File: src/sinc_filter_pkg.sv
package sinc_filter_pkg;

   // ------------------------------------------------------------------
   // Filter structure.
   // ------------------------------------------------------------------
   localparam int CIC_ORDER = 5;
   localparam int SAMPLE_DIV = 4;
   localparam int DECIM = 64;
   localparam int FIXED_PERIOD = SAMPLE_DIV * DECIM;
   localparam int CIC_W = 31;
   localparam int ACC_W = 44;
   localparam int AVG_W = 14;
   localparam int WORD_W = 32;
   localparam int FIFO_DEPTH = 16;
   localparam int LEVEL_W = 5;
   localparam int GAP_W = 24;
   localparam int STEP_W = 6;
   localparam int ADDR_W = 4;

   // ------------------------------------------------------------------
   // Register map (byte addresses) and field positions.
   // ------------------------------------------------------------------
   localparam logic [ADDR_W-1:0] OFF_RATE = 4'h0;
   localparam logic [ADDR_W-1:0] OFF_CTRL = 4'h4;
   localparam logic [ADDR_W-1:0] OFF_STATUS = 4'h8;
   localparam logic [ADDR_W-1:0] OFF_RESULT = 4'hC;
   localparam logic [7:0] RATE_RESET = 8'hF0;
   localparam int CTRL_CAL_BIT = 0;
   localparam int CTRL_SYNC_BIT = 1;
   localparam int ST_READY_BIT = 0;
   localparam int ST_OVERRUN_BIT = 1;
   localparam int ST_REJECT_BIT = 2;
   localparam int ST_SETTLED_BIT = 3;
   localparam int ST_LEVEL_LSB = 8;

   // ------------------------------------------------------------------
   // Rate codes.
   // ------------------------------------------------------------------
   localparam logic [7:0] CODE_A1 = 8'hF0;
   localparam logic [7:0] CODE_A2 = 8'hE0;
   localparam logic [7:0] CODE_A4 = 8'hD0;
   localparam logic [7:0] CODE_A8 = 8'hC0;
   localparam logic [7:0] CODE_A15 = 8'hB0;
   localparam logic [7:0] CODE_A30 = 8'hA1;
   localparam logic [7:0] CODE_A60 = 8'h92;
   localparam logic [7:0] CODE_A300 = 8'h82;
   localparam logic [7:0] CODE_A500 = 8'h72;
   localparam logic [7:0] CODE_A600 = 8'h63;
   localparam logic [7:0] CODE_A1000 = 8'h53;
   localparam logic [7:0] CODE_A1200 = 8'h43;
   localparam logic [7:0] CODE_A2000 = 8'h33;
   localparam logic [7:0] CODE_A3000 = 8'h23;
   localparam logic [7:0] CODE_A6000 = 8'h13;
   localparam logic [7:0] CODE_A12000 = 8'h03;

   typedef enum logic [2:0] {
      ST_IDLE = 3'b001,
      ST_DIVIDE = 3'b010,
      ST_PUSH = 3'b100
   } div_state_t;

   // Averaging count for a rate code; zero marks an invalid code.
   function automatic logic [AVG_W-1:0] avg_count(input logic [7:0] code);
      case (code)
         CODE_A1: return 14'h0001;
         CODE_A2: return 14'h0002;
         CODE_A4: return 14'h0004;
         CODE_A8: return 14'h0008;
         CODE_A15: return 14'h000F;
         CODE_A30: return 14'h001E;
         CODE_A60: return 14'h003C;
         CODE_A300: return 14'h012C;
         CODE_A500: return 14'h01F4;
         CODE_A600: return 14'h0258;
         CODE_A1000: return 14'h03E8;
         CODE_A1200: return 14'h04B0;
         CODE_A2000: return 14'h07D0;
         CODE_A3000: return 14'h0BB8;
         CODE_A6000: return 14'h1770;
         CODE_A12000: return 14'h2EE0;
         default: return 14'h0000;
      endcase
   endfunction

endpackage

File: src/result_fifo.sv
`timescale 1ns/10ps
`default_nettype none
module result_fifo #(
   parameter int WIDTH = 32,
   parameter int DEPTH = 16
) (
   // Clock and reset.
   input wire logic clk_i,
   input wire logic rst_i,
   input wire logic flush_i,
   // Filling side.
   input wire logic [WIDTH-1:0] in_data_i,
   input wire logic in_valid_i,
   output logic in_ready_o,
   // Draining side.
   output logic [WIDTH-1:0] out_data_o,
   output logic out_valid_o,
   input wire logic out_ready_i,
   // Fill level.
   output logic [$clog2(DEPTH+1)-1:0] level_o
);
   localparam int PTR_W = $clog2(DEPTH);
   localparam int CNT_W = $clog2(DEPTH+1);

   logic [WIDTH-1:0] mem [DEPTH];
   logic [PTR_W-1:0] wr_ptr;
   logic [PTR_W-1:0] rd_ptr;
   wire push = in_valid_i && in_ready_o;
   wire pop = out_valid_o && out_ready_i;
   wire [CNT_W-1:0] next_level = level_o + CNT_W'(push) - CNT_W'(pop);

   // Storage is only written, never reset, so it stays plain flip-flops.
   always_ff @(posedge clk_i) begin
      if (push) begin
         mem[wr_ptr] <= in_data_i;
      end
   end

   // Pointers and flags; ready and valid come from registered level state.
   always_ff @(posedge clk_i) begin
      if (rst_i || flush_i) begin
         wr_ptr <= '0;
         rd_ptr <= '0;
         level_o <= '0;
         in_ready_o <= 1'b1;
         out_valid_o <= 1'b0;
      end else begin
         wr_ptr <= push ? PTR_W'(wr_ptr + 1'b1) : wr_ptr;
         rd_ptr <= pop ? PTR_W'(rd_ptr + 1'b1) : rd_ptr;
         level_o <= next_level;
         in_ready_o <= (next_level != CNT_W'(DEPTH));
         out_valid_o <= (next_level != '0);
      end
   end

   assign out_data_o = mem[rd_ptr];
endmodule
`default_nettype wire

File: src/sinc_decimation_filter.sv
// Functional notes
// A modulator sample is taken once every four master clock cycles.
// The fixed stage is a fifth-order sinc decimating by 64, one result every 256 cycles.
// The second stage averages fixed-stage results over the count chosen by the rate code.
// Final words appear every 256 times the averaging count master clock cycles.
// Codes F0, E0, D0 and C0 select 1 (bypassed), 2, 4 and 8 averages.
// Codes B0, A1, 92 and 82 select 15, 30, 60 and 300 averages.
// Codes 72, 63, 53 and 43 select 500, 600, 1000 and 1200 averages.
// Codes 33, 23, 13 and 03 select 2000, 3000, 6000 and 12000 averages.
// All output timing is counted from the master clock alone.
// During self gain calibration all mux switches open and each reference pin feeds its internal input.
// After a sync the ready output stays inactive until a fully settled word exists.
// A rate code write clears the averager and restarts its count.
`timescale 1ns/10ps
`default_nettype none
module sinc_decimation_filter
   import sinc_filter_pkg::*;
(
   // Master clock and reset.
   input wire logic ref_clk_i,
   input wire logic sys_rst_i,
   // Modulator and sync pin.
   input wire logic mod_bit_i,
   input wire logic sync_powerdown_pin_i,
   // Avalon-MM slave.
   input wire logic [sinc_filter_pkg::ADDR_W-1:0] avs_address_i,
   input wire logic avs_read_i,
   input wire logic avs_write_i,
   input wire logic [31:0] avs_writedata_i,
   output logic [31:0] avs_readdata_o,
   output logic avs_waitrequest_o,
   // Result stream.
   output logic [sinc_filter_pkg::WORD_W-1:0] result_data_o,
   output logic result_valid_o,
   input wire logic result_ready_i,
   output logic result_ready_n_o,
   // Calibration routing.
   output logic mux_all_open_o,
   output logic route_neg_ref_to_neg_in_o,
   output logic route_pos_ref_to_pos_in_o
);
   import sinc_filter_pkg::*;

   // ------------------------------------------------------------------
   // Register bus.
   // ------------------------------------------------------------------
   logic [7:0] rate_code_field;
   logic cal_en;
   logic soft_sync;
   logic overrun;
   logic rejected;
   logic [WORD_W-1:0] last_result;
   logic fifo_in_ready;
   logic [LEVEL_W-1:0] fifo_level;
   logic [2:0] warm_cnt;

   wire bus_req = avs_read_i || avs_write_i;
   wire acc_wr = avs_write_i && !avs_waitrequest_o;
   wire acc_rd = avs_read_i && !avs_waitrequest_o;
   wire wr_rate = acc_wr && (avs_address_i == OFF_RATE);
   wire wr_ctrl = acc_wr && (avs_address_i == OFF_CTRL);
   wire rd_status = acc_rd && (avs_address_i == OFF_STATUS);
   wire [AVG_W-1:0] new_avg = avg_count(avs_writedata_i[7:0]);
   wire rate_accept = wr_rate && (new_avg != '0);
   wire [AVG_W-1:0] num_avg = avg_count(rate_code_field);
   wire cic_settled = (warm_cnt == 3'(CIC_ORDER));
   wire [31:0] status_word;
   wire [31:0] next_readdata;

   assign status_word = (32'(fifo_level) << ST_LEVEL_LSB)
                      | (32'(cic_settled) << ST_SETTLED_BIT)
                      | (32'(rejected) << ST_REJECT_BIT)
                      | (32'(overrun) << ST_OVERRUN_BIT)
                      | (32'(!result_ready_n_o) << ST_READY_BIT);
   assign next_readdata = (avs_address_i == OFF_RATE) ? 32'(rate_code_field)
                        : (avs_address_i == OFF_CTRL) ? ((32'(soft_sync) << CTRL_SYNC_BIT)
                                                        | (32'(cal_en) << CTRL_CAL_BIT))
                        : (avs_address_i == OFF_STATUS) ? status_word
                        : (avs_address_i == OFF_RESULT) ? 32'(last_result)
                        : 32'h0000_0000;

   // Every access waits exactly one cycle; read data is captured while waiting.
   always_ff @(posedge ref_clk_i) begin
      if (sys_rst_i) begin
         avs_waitrequest_o <= 1'b1;
         avs_readdata_o <= 32'h0000_0000;
      end else begin
         avs_waitrequest_o <= !(bus_req && avs_waitrequest_o);
         if (bus_req && avs_waitrequest_o) begin
            avs_readdata_o <= next_readdata;
         end
      end
   end

   // Invalid rate codes are refused so the averager never sees a zero count.
   always_ff @(posedge ref_clk_i) begin
      if (sys_rst_i) begin
         rate_code_field <= RATE_RESET;
         rejected <= 1'b0;
         cal_en <= 1'b0;
         soft_sync <= 1'b0;
      end else begin
         if (rate_accept) begin
            rate_code_field <= avs_writedata_i[7:0];
         end
         if (wr_rate) begin
            rejected <= !rate_accept;
         end
         if (wr_ctrl) begin
            cal_en <= avs_writedata_i[CTRL_CAL_BIT];
            soft_sync <= avs_writedata_i[CTRL_SYNC_BIT];
         end
      end
   end

   // Calibration routing is taken straight from the control flop.
   assign mux_all_open_o = cal_en;
   assign route_neg_ref_to_neg_in_o = cal_en;
   assign route_pos_ref_to_pos_in_o = cal_en;

   // ------------------------------------------------------------------
   // Fixed sinc stage.
   // ------------------------------------------------------------------
   wire restart = sync_powerdown_pin_i || soft_sync;
   wire avg_clear = restart || rate_accept;
   logic [1:0] div_cnt;
   logic [5:0] dec_cnt;
   wire sample_en = (div_cnt == 2'(SAMPLE_DIV - 1));
   wire cic_tick = sample_en && (dec_cnt == 6'(DECIM - 1));

   // Both dividers run from the master clock only, so all rates scale with it.
   always_ff @(posedge ref_clk_i) begin
      if (sys_rst_i || restart) begin
         div_cnt <= 2'h0;
         dec_cnt <= 6'h00;
         warm_cnt <= 3'h0;
      end else begin
         div_cnt <= 2'(div_cnt + 2'h1);
         if (sample_en) begin
            dec_cnt <= 6'(dec_cnt + 6'h01);
         end
         if (cic_tick && !cic_settled) begin
            warm_cnt <= 3'(warm_cnt + 3'h1);
         end
      end
   end

   // Integrators and combs wrap modulo 2^CIC_W; the output is still exact.
   logic [CIC_W-1:0] integ [CIC_ORDER];
   logic [CIC_W-1:0] comb_dly [CIC_ORDER];
   wire [CIC_W-1:0] integ_src [CIC_ORDER];
   wire [CIC_W-1:0] comb_val [CIC_ORDER+1];
   assign comb_val[0] = integ[CIC_ORDER-1];

   for (genvar g = 0; g < CIC_ORDER; g++) begin : g_stage
      if (g == 0) begin : g_first
         assign integ_src[g] = CIC_W'(mod_bit_i);
      end else begin : g_next
         assign integ_src[g] = integ[g-1];
      end
      assign comb_val[g+1] = comb_val[g] - comb_dly[g];
      always_ff @(posedge ref_clk_i) begin
         if (sys_rst_i || restart) begin
            integ[g] <= '0;
            comb_dly[g] <= '0;
         end else begin
            if (sample_en) begin
               integ[g] <= integ[g] + integ_src[g];
            end
            if (cic_tick) begin
               comb_dly[g] <= comb_val[g];
            end
         end
      end
   end

   wire [CIC_W-1:0] cic_out = comb_val[CIC_ORDER];

   // ------------------------------------------------------------------
   // Averager and divider.
   // ------------------------------------------------------------------
   logic [ACC_W-1:0] avg_sum;
   logic [AVG_W-1:0] avg_cnt;
   div_state_t state;
   logic [ACC_W-1:0] quot;
   logic [AVG_W:0] rem;
   logic [STEP_W-1:0] step;
   wire cic_take = cic_tick && cic_settled;
   wire avg_last = (avg_cnt == AVG_W'(num_avg - 14'h0001));
   wire avg_latch = cic_take && avg_last;
   wire [ACC_W-1:0] sum_total = avg_sum + ACC_W'(cic_out);
   wire [AVG_W:0] rem_shift = {rem[AVG_W-1:0], quot[ACC_W-1]};
   wire rem_ge = (rem_shift >= {1'b0, num_avg});
   wire [AVG_W:0] rem_next = rem_ge ? (AVG_W+1)'(rem_shift - {1'b0, num_avg}) : rem_shift;
   wire push_done = (state == ST_PUSH) && fifo_in_ready;

   // The accumulator restarts on sync and on any accepted rate code.
   always_ff @(posedge ref_clk_i) begin
      if (sys_rst_i || avg_clear) begin
         avg_sum <= '0;
         avg_cnt <= '0;
      end else if (cic_take) begin
         avg_sum <= avg_last ? '0 : sum_total;
         avg_cnt <= avg_last ? '0 : AVG_W'(avg_cnt + 14'h0001);
      end
   end

   // A restoring divider turns the sum into the mean; 44 steps fit well inside 256 cycles.
   always_ff @(posedge ref_clk_i) begin
      if (sys_rst_i || avg_clear) begin
         state <= ST_IDLE;
         quot <= '0;
         rem <= '0;
         step <= '0;
      end else begin
         case (state)
            ST_IDLE: begin
               if (avg_latch) begin
                  quot <= (num_avg == 14'h0001) ? ACC_W'(cic_out) : sum_total;
                  rem <= '0;
                  step <= '0;
                  state <= (num_avg == 14'h0001) ? ST_PUSH : ST_DIVIDE;
               end
            end
            ST_DIVIDE: begin
               quot <= {quot[ACC_W-2:0], rem_ge};
               rem <= rem_next;
               step <= STEP_W'(step + 6'h01);
               if (step == STEP_W'(ACC_W - 1)) begin
                  state <= ST_PUSH;
               end
            end
            ST_PUSH: begin
               if (fifo_in_ready) begin
                  state <= ST_IDLE;
               end
            end
            default: begin
               state <= ST_IDLE;
            end
         endcase
      end
   end

   // When a result cannot leave before the next one is due, the new one is dropped and flagged.
   always_ff @(posedge ref_clk_i) begin
      if (sys_rst_i) begin
         overrun <= 1'b0;
         last_result <= '0;
         result_ready_n_o <= 1'b1;
      end else begin
         overrun <= (avg_latch && state != ST_IDLE) || (overrun && !rd_status);
         if (push_done) begin
            last_result <= quot[WORD_W-1:0];
         end
         result_ready_n_o <= restart || !result_valid_o;
      end
   end

   // ------------------------------------------------------------------
   // Output buffer.
   // ------------------------------------------------------------------
   result_fifo #(
      .WIDTH(WORD_W),
      .DEPTH(FIFO_DEPTH)
   ) u_fifo (
      .clk_i(ref_clk_i),
      .rst_i(sys_rst_i),
      .flush_i(restart),
      .in_data_i(quot[WORD_W-1:0]),
      .in_valid_i(state == ST_PUSH),
      .in_ready_o(fifo_in_ready),
      .out_data_o(result_data_o),
      .out_valid_o(result_valid_o),
      .out_ready_i(result_ready_i),
      .level_o(fifo_level)
   );

   // ------------------------------------------------------------------
   // Checks.
   // ------------------------------------------------------------------
   logic [GAP_W-1:0] gap_cnt;
   logic gap_seen;
   always_ff @(posedge ref_clk_i) begin
      if (sys_rst_i || avg_clear) begin
         gap_cnt <= '0;
         gap_seen <= 1'b0;
      end else begin
         gap_cnt <= avg_latch ? GAP_W'(1) : GAP_W'(gap_cnt + 1'b1);
         gap_seen <= gap_seen || avg_latch;
      end
   end

   property p_sample_rate;
      @(posedge ref_clk_i) disable iff (sys_rst_i || restart)
      sample_en |=> !sample_en [*3] ##1 sample_en;
   endproperty
   a_sample_rate: assert property (p_sample_rate) else $error("sample spacing wrong");
   property p_fixed_rate;
      @(posedge ref_clk_i) disable iff (sys_rst_i || restart)
      cic_tick |-> ##256 cic_tick;
   endproperty
   a_fixed_rate: assert property (p_fixed_rate) else $error("fixed stage period wrong");
   property p_avg_bound;
      @(posedge ref_clk_i) disable iff (sys_rst_i)
      cic_take |-> avg_cnt < num_avg;
   endproperty
   a_avg_bound: assert property (p_avg_bound) else $error("average count overrun");
   property p_out_rate;
      @(posedge ref_clk_i) disable iff (sys_rst_i || avg_clear)
      (avg_latch && gap_seen) |-> gap_cnt == GAP_W'({num_avg, 8'h00});
   endproperty
   a_out_rate: assert property (p_out_rate) else $error("output word period wrong");
   // A rate write in the latch cycle aborts the word on purpose, so it must not count here.
   property p_code_fast;
      @(posedge ref_clk_i) disable iff (sys_rst_i || avg_clear)
      (avg_latch && rate_code_field == CODE_A1 && state == ST_IDLE) |=> state == ST_PUSH;
   endproperty
   a_code_fast: assert property (p_code_fast) else $error("bypass code not bypassed");
   property p_code_mid;
      @(posedge ref_clk_i) disable iff (sys_rst_i)
      (rate_code_field == CODE_A300) |-> num_avg == 14'h012C;
   endproperty
   a_code_mid: assert property (p_code_mid) else $error("code 82 decode wrong");
   property p_code_slow;
      @(posedge ref_clk_i) disable iff (sys_rst_i)
      (rate_code_field == CODE_A1200) |-> num_avg == 14'h04B0;
   endproperty
   a_code_slow: assert property (p_code_slow) else $error("code 43 decode wrong");
   property p_code_min;
      @(posedge ref_clk_i) disable iff (sys_rst_i)
      (rate_code_field == CODE_A12000) |-> num_avg == 14'h2EE0;
   endproperty
   a_code_min: assert property (p_code_min) else $error("code 03 decode wrong");
   property p_cal_route;
      @(posedge ref_clk_i) disable iff (sys_rst_i)
      (wr_ctrl && avs_writedata_i[CTRL_CAL_BIT]) |=> mux_all_open_o && route_neg_ref_to_neg_in_o
                                                   && route_pos_ref_to_pos_in_o;
   endproperty
   a_cal_route: assert property (p_cal_route) else $error("calibration routing missing");
   property p_sync_ready;
      @(posedge ref_clk_i) disable iff (sys_rst_i)
      restart |=> result_ready_n_o ##1 result_ready_n_o;
   endproperty
   a_sync_ready: assert property (p_sync_ready) else $error("ready active after sync");
   property p_rate_clear;
      @(posedge ref_clk_i) disable iff (sys_rst_i)
      rate_accept |=> avg_cnt == '0 && avg_sum == '0 && state == ST_IDLE;
   endproperty
   a_rate_clear: assert property (p_rate_clear) else $error("averager not cleared");

   c_bypass_word: cover property (@(posedge ref_clk_i) push_done && num_avg == 14'h0001);
   c_divided_word: cover property (@(posedge ref_clk_i) push_done && num_avg != 14'h0001);
   c_fifo_full: cover property (@(posedge ref_clk_i) !fifo_in_ready);
   c_ready_fall: cover property (@(posedge ref_clk_i) $fell(result_ready_n_o));
endmodule
`default_nettype wire

File: config.mk
export PLATFORM = sky130hd
export DESIGN_NAME = sinc_decimation_filter
export DESIGN_NICKNAME = d
export VERILOG_FILES = /design/src/sinc_filter_pkg.sv /design/src/result_fifo.sv /design/src/sinc_decimation_filter.sv
export SDC_FILE = /design/constraint.sdc
export NUM_CORES = 2
export LEC_CHECK = 0
export ABC_AREA = 1
export BUFFER_PORTS_ARGS = -buffer_cell sky130_fd_sc_hd__buf_2
export CORE_AREA = 3 3 334 336
export DETAILED_ROUTE_END_ITERATION = 7
export DIE_AREA = 0 0 337 339
export PLACE_DENSITY = 0.82
export SLEW_MARGIN = 20
export SYNTH_ARGS = -nofsm -noshare
export SYNTH_HDL_FRONTEND = slang
export SYNTH_HIERARCHICAL = 1
export SYNTH_SLANG_ARGS = --single-unit
File: constraint.sdc
create_clock -name ref_clk_i -period 15.13 [get_ports ref_clk_i]
set_input_delay 3.026 -clock ref_clk_i [delete_from_list [all_inputs] [get_ports ref_clk_i]]
set_output_delay 3.026 -clock ref_clk_i [all_outputs]
set_load 0.05 [all_outputs]
==> impl_results.md <==
- Status: completed
- Clock root cell: clkbuf_16
- Fin crit period: 10.90 ns
- Max_slew headroom: 26.6%
- Final Non-Filler Cells: 8566
- Sequential area share after synthesis: 49.2%
- Clock Pin Slew Worst Setup and Hold Paths: 0.06 ns
- Postcts setup bufs: 0
- Final setup vio count: 0
- Critical path arrival: 11.44 ns
- 1st-iter DRT viols: 4399
- Die width: 337 um
- FP Rows: between 100 and 150
- Most common cell after layout, fill and taps aside: nand2_1
- CTS Sinks: 1055
- Yosys synthesis warning count: 6
- Largest net degree at the start of global routing: 102
- Total GRT Usage: roughly 25%
- Post-route setup TNS: 0 ns
- Final ANT Viol Nets: 0
- Hold Crit Depth: 1
- Worst Max-Slew Pin Slew: roughly 1.1 ns
- Io pins: 113
- Drt first pass iters: 6
- Layout cells sized above 1: 5.58%
- Crit path kind: register to register
- Register Area: about 29000 sq um
- Die area: 114000 sq um
- Vias in the first global route: 46500
- Routed vias/inst: 5.59
- Pins Over Slew Limit: 0
- Critical Path Max Stage Delay: 0.76 ns
- CP most frequent cell: nand2_1
- Final Util: 59.6%
- Clock Latency Late Sink: ~0.70 ns
- RSZ-0062 raised after global routing: false
- Area Growth Syn to Fin: 8.73%
- Fill count: a little under 9000
- Tcrit/Tclk final: between 70 and 80%
- Total wire length: approximately 140000 um
- Cell depth of the worst setup path: 49
- # nets final: 7452
- Gpl congestion: 0.914
- IO buf count: 88
- Yosys reg bits: 1055
- Mapped Area: 59700 sq um
- Min-Delay Path Class: register to register
- EDFF count, synth: 822
- Post-Syn Nets: around 7400
- Grt ovf: 0
- CP Capture Type: register
- Global-route wire length before repair: 231000 um
- Placed insts: 8367
- Cts repair resizes: 0
- Worst path slowest cell: o21ai_0
- Antenna violations before repair: 3
- Max_cap viols: 0
- Critical Path RT: 15.68 ns
- Worst Skew: 0.0413 ns
- CTS Buffer Depth: 3
- Crit start category: register
- CTS tree: built
- Yosys cell types: between 60 and 70
- Via count: between 40000 and 50000
- Buf+Inv Stages, Crit Path: 5
- Post-Synthesis Cells: 7024
- Asr flop ratio synth: 0%
- CTS buffer count: approximately 110
- WL/cell: about 17 um
- Die height: 339 um
- Starting Density: a little over half
- DR DRC count: 0
- Fin. Hold Viols: 0
- Max Clock Freq: 91.8 MHz
- H-tree levels: 3
- Most frequent cells in the layout: 1499 x nand2_1, 1177 x inv_1, 822 x edfxtp_1
- Synth Area per Inst: 8.49 sq um
- Multi-input logic area: 24800 sq um
- Core area: 109000 sq um
- Dpl hpwl: 93900 um
- Synth Flop Type: edfxtp_1
- Worst path top cell family by delay: compound AO/OA/AOI/OAI gates
- Max FO, Critical Path: 6
- Register-to-Register Path Depth: 49
- Hold_buf cts: 0
[layout make-up]
class	instances	share of cell area, %
tap	1414	2.73
antenna	3	0.0116
multi-input combinational	4552	38.2
clock inverter	56	0.951
timing repair buffer	140	1.30
sequential	1055	45.3
inverter	1206	7.00
clock buffer	140	4.54
[sequential cells by signal, summed over array words and instances (netlist names), 2 cells and up, named ones only]
name / count
u_fifo/mem: 512
comb_dly: 155
integ: 155
avg_sum: 44
quot: 44
avs_readdata_o: 32
last_result: 32
avg_cnt: 14
rem: 14
rate_code_field: 8
dec_cnt: 6
step: 6
u_fifo/level_o: 5
u_fifo/rd_ptr: 4
u_fifo/wr_ptr: 4
state: 3
warm_cnt: 3
div_cnt: 2
[cells in the mapped netlist, drive strengths merged, types with 9 or more instances]
cell type	number	share of area, %
o21bai	22	0.28
nor2	530	3.4
a21oi	630	5.3
o21ai	339	2.9
xor2	148	2.2
o22ai	9	0.094
dfxtp	233	7.8
nand4	28	0.32
buf	110	1.3
o31ai	10	0.13
nand3	570	4.8
nand2	1507	9.5
nor4	15	0.17
o21a	62	0.78
o221ai	12	0.18
o211ai	23	0.29
inv	1203	7.6
a21boi	22	0.28
a31oi	36	0.39
fa	12	0.40
a2bb2oi	9	0.13
or2	17	0.18
ha	336	7.0
nor3	83	0.77
clkbuf	101	0.64
xnor2	55	0.81
a21o	22	0.28
edfxtp	822	41
nor3b	12	0.15
[through the flow]
stage          cell area, sq um  hold WS (ns)  worst slack, ns
6_report                  64900         0.426             4.23
3_5_place_dp              61300         0.421             4.42
4_1_cts                   64900         0.430             4.36
2_1_floorplan             59700         0.399             6.52
3_3_place_gp              61300         0.407             4.58
5_1_grt                   64900         0.447             3.26
[routing by layer]
metal  up-vias  global-route usage [%]  routed length [um]
li1      23400                       -                   -
met1     22400                    30.7               56900
met2      1777                    43.5               70800
met3       392                    3.42               11300
met4         0                    9.77                5510
met5         -                       0                   0
[final timing paths]
kind,startpoint,endpoint,slack [ns]
max,integ[4][2]$_SDFFCE_PN0P_,quot[41]$_SDFFE_PP0P_,4.23
min,div_cnt[0]$_SDFF_PP0_,div_cnt[0]$_SDFF_PP0_,0.43
max reg2reg,integ[4][2]$_SDFFCE_PN0P_,quot[41]$_SDFFE_PP0P_,4.23
min reg2reg,div_cnt[0]$_SDFF_PP0_,div_cnt[0]$_SDFF_PP0_,0.43
[cells by family after synthesis]
logic type	share of synthesized area [%]
AOI/OAI and AO/OA	11.4
xor gates and xnor gates	2.98
adders and majority gates	7.45
buffers and inverters	9.53
DFF	49.2
and+or+nand+nor	19.4
Power is not shown: default switching activity piles up to over one toggle a cycle in this logic, so the estimate is an artifact.
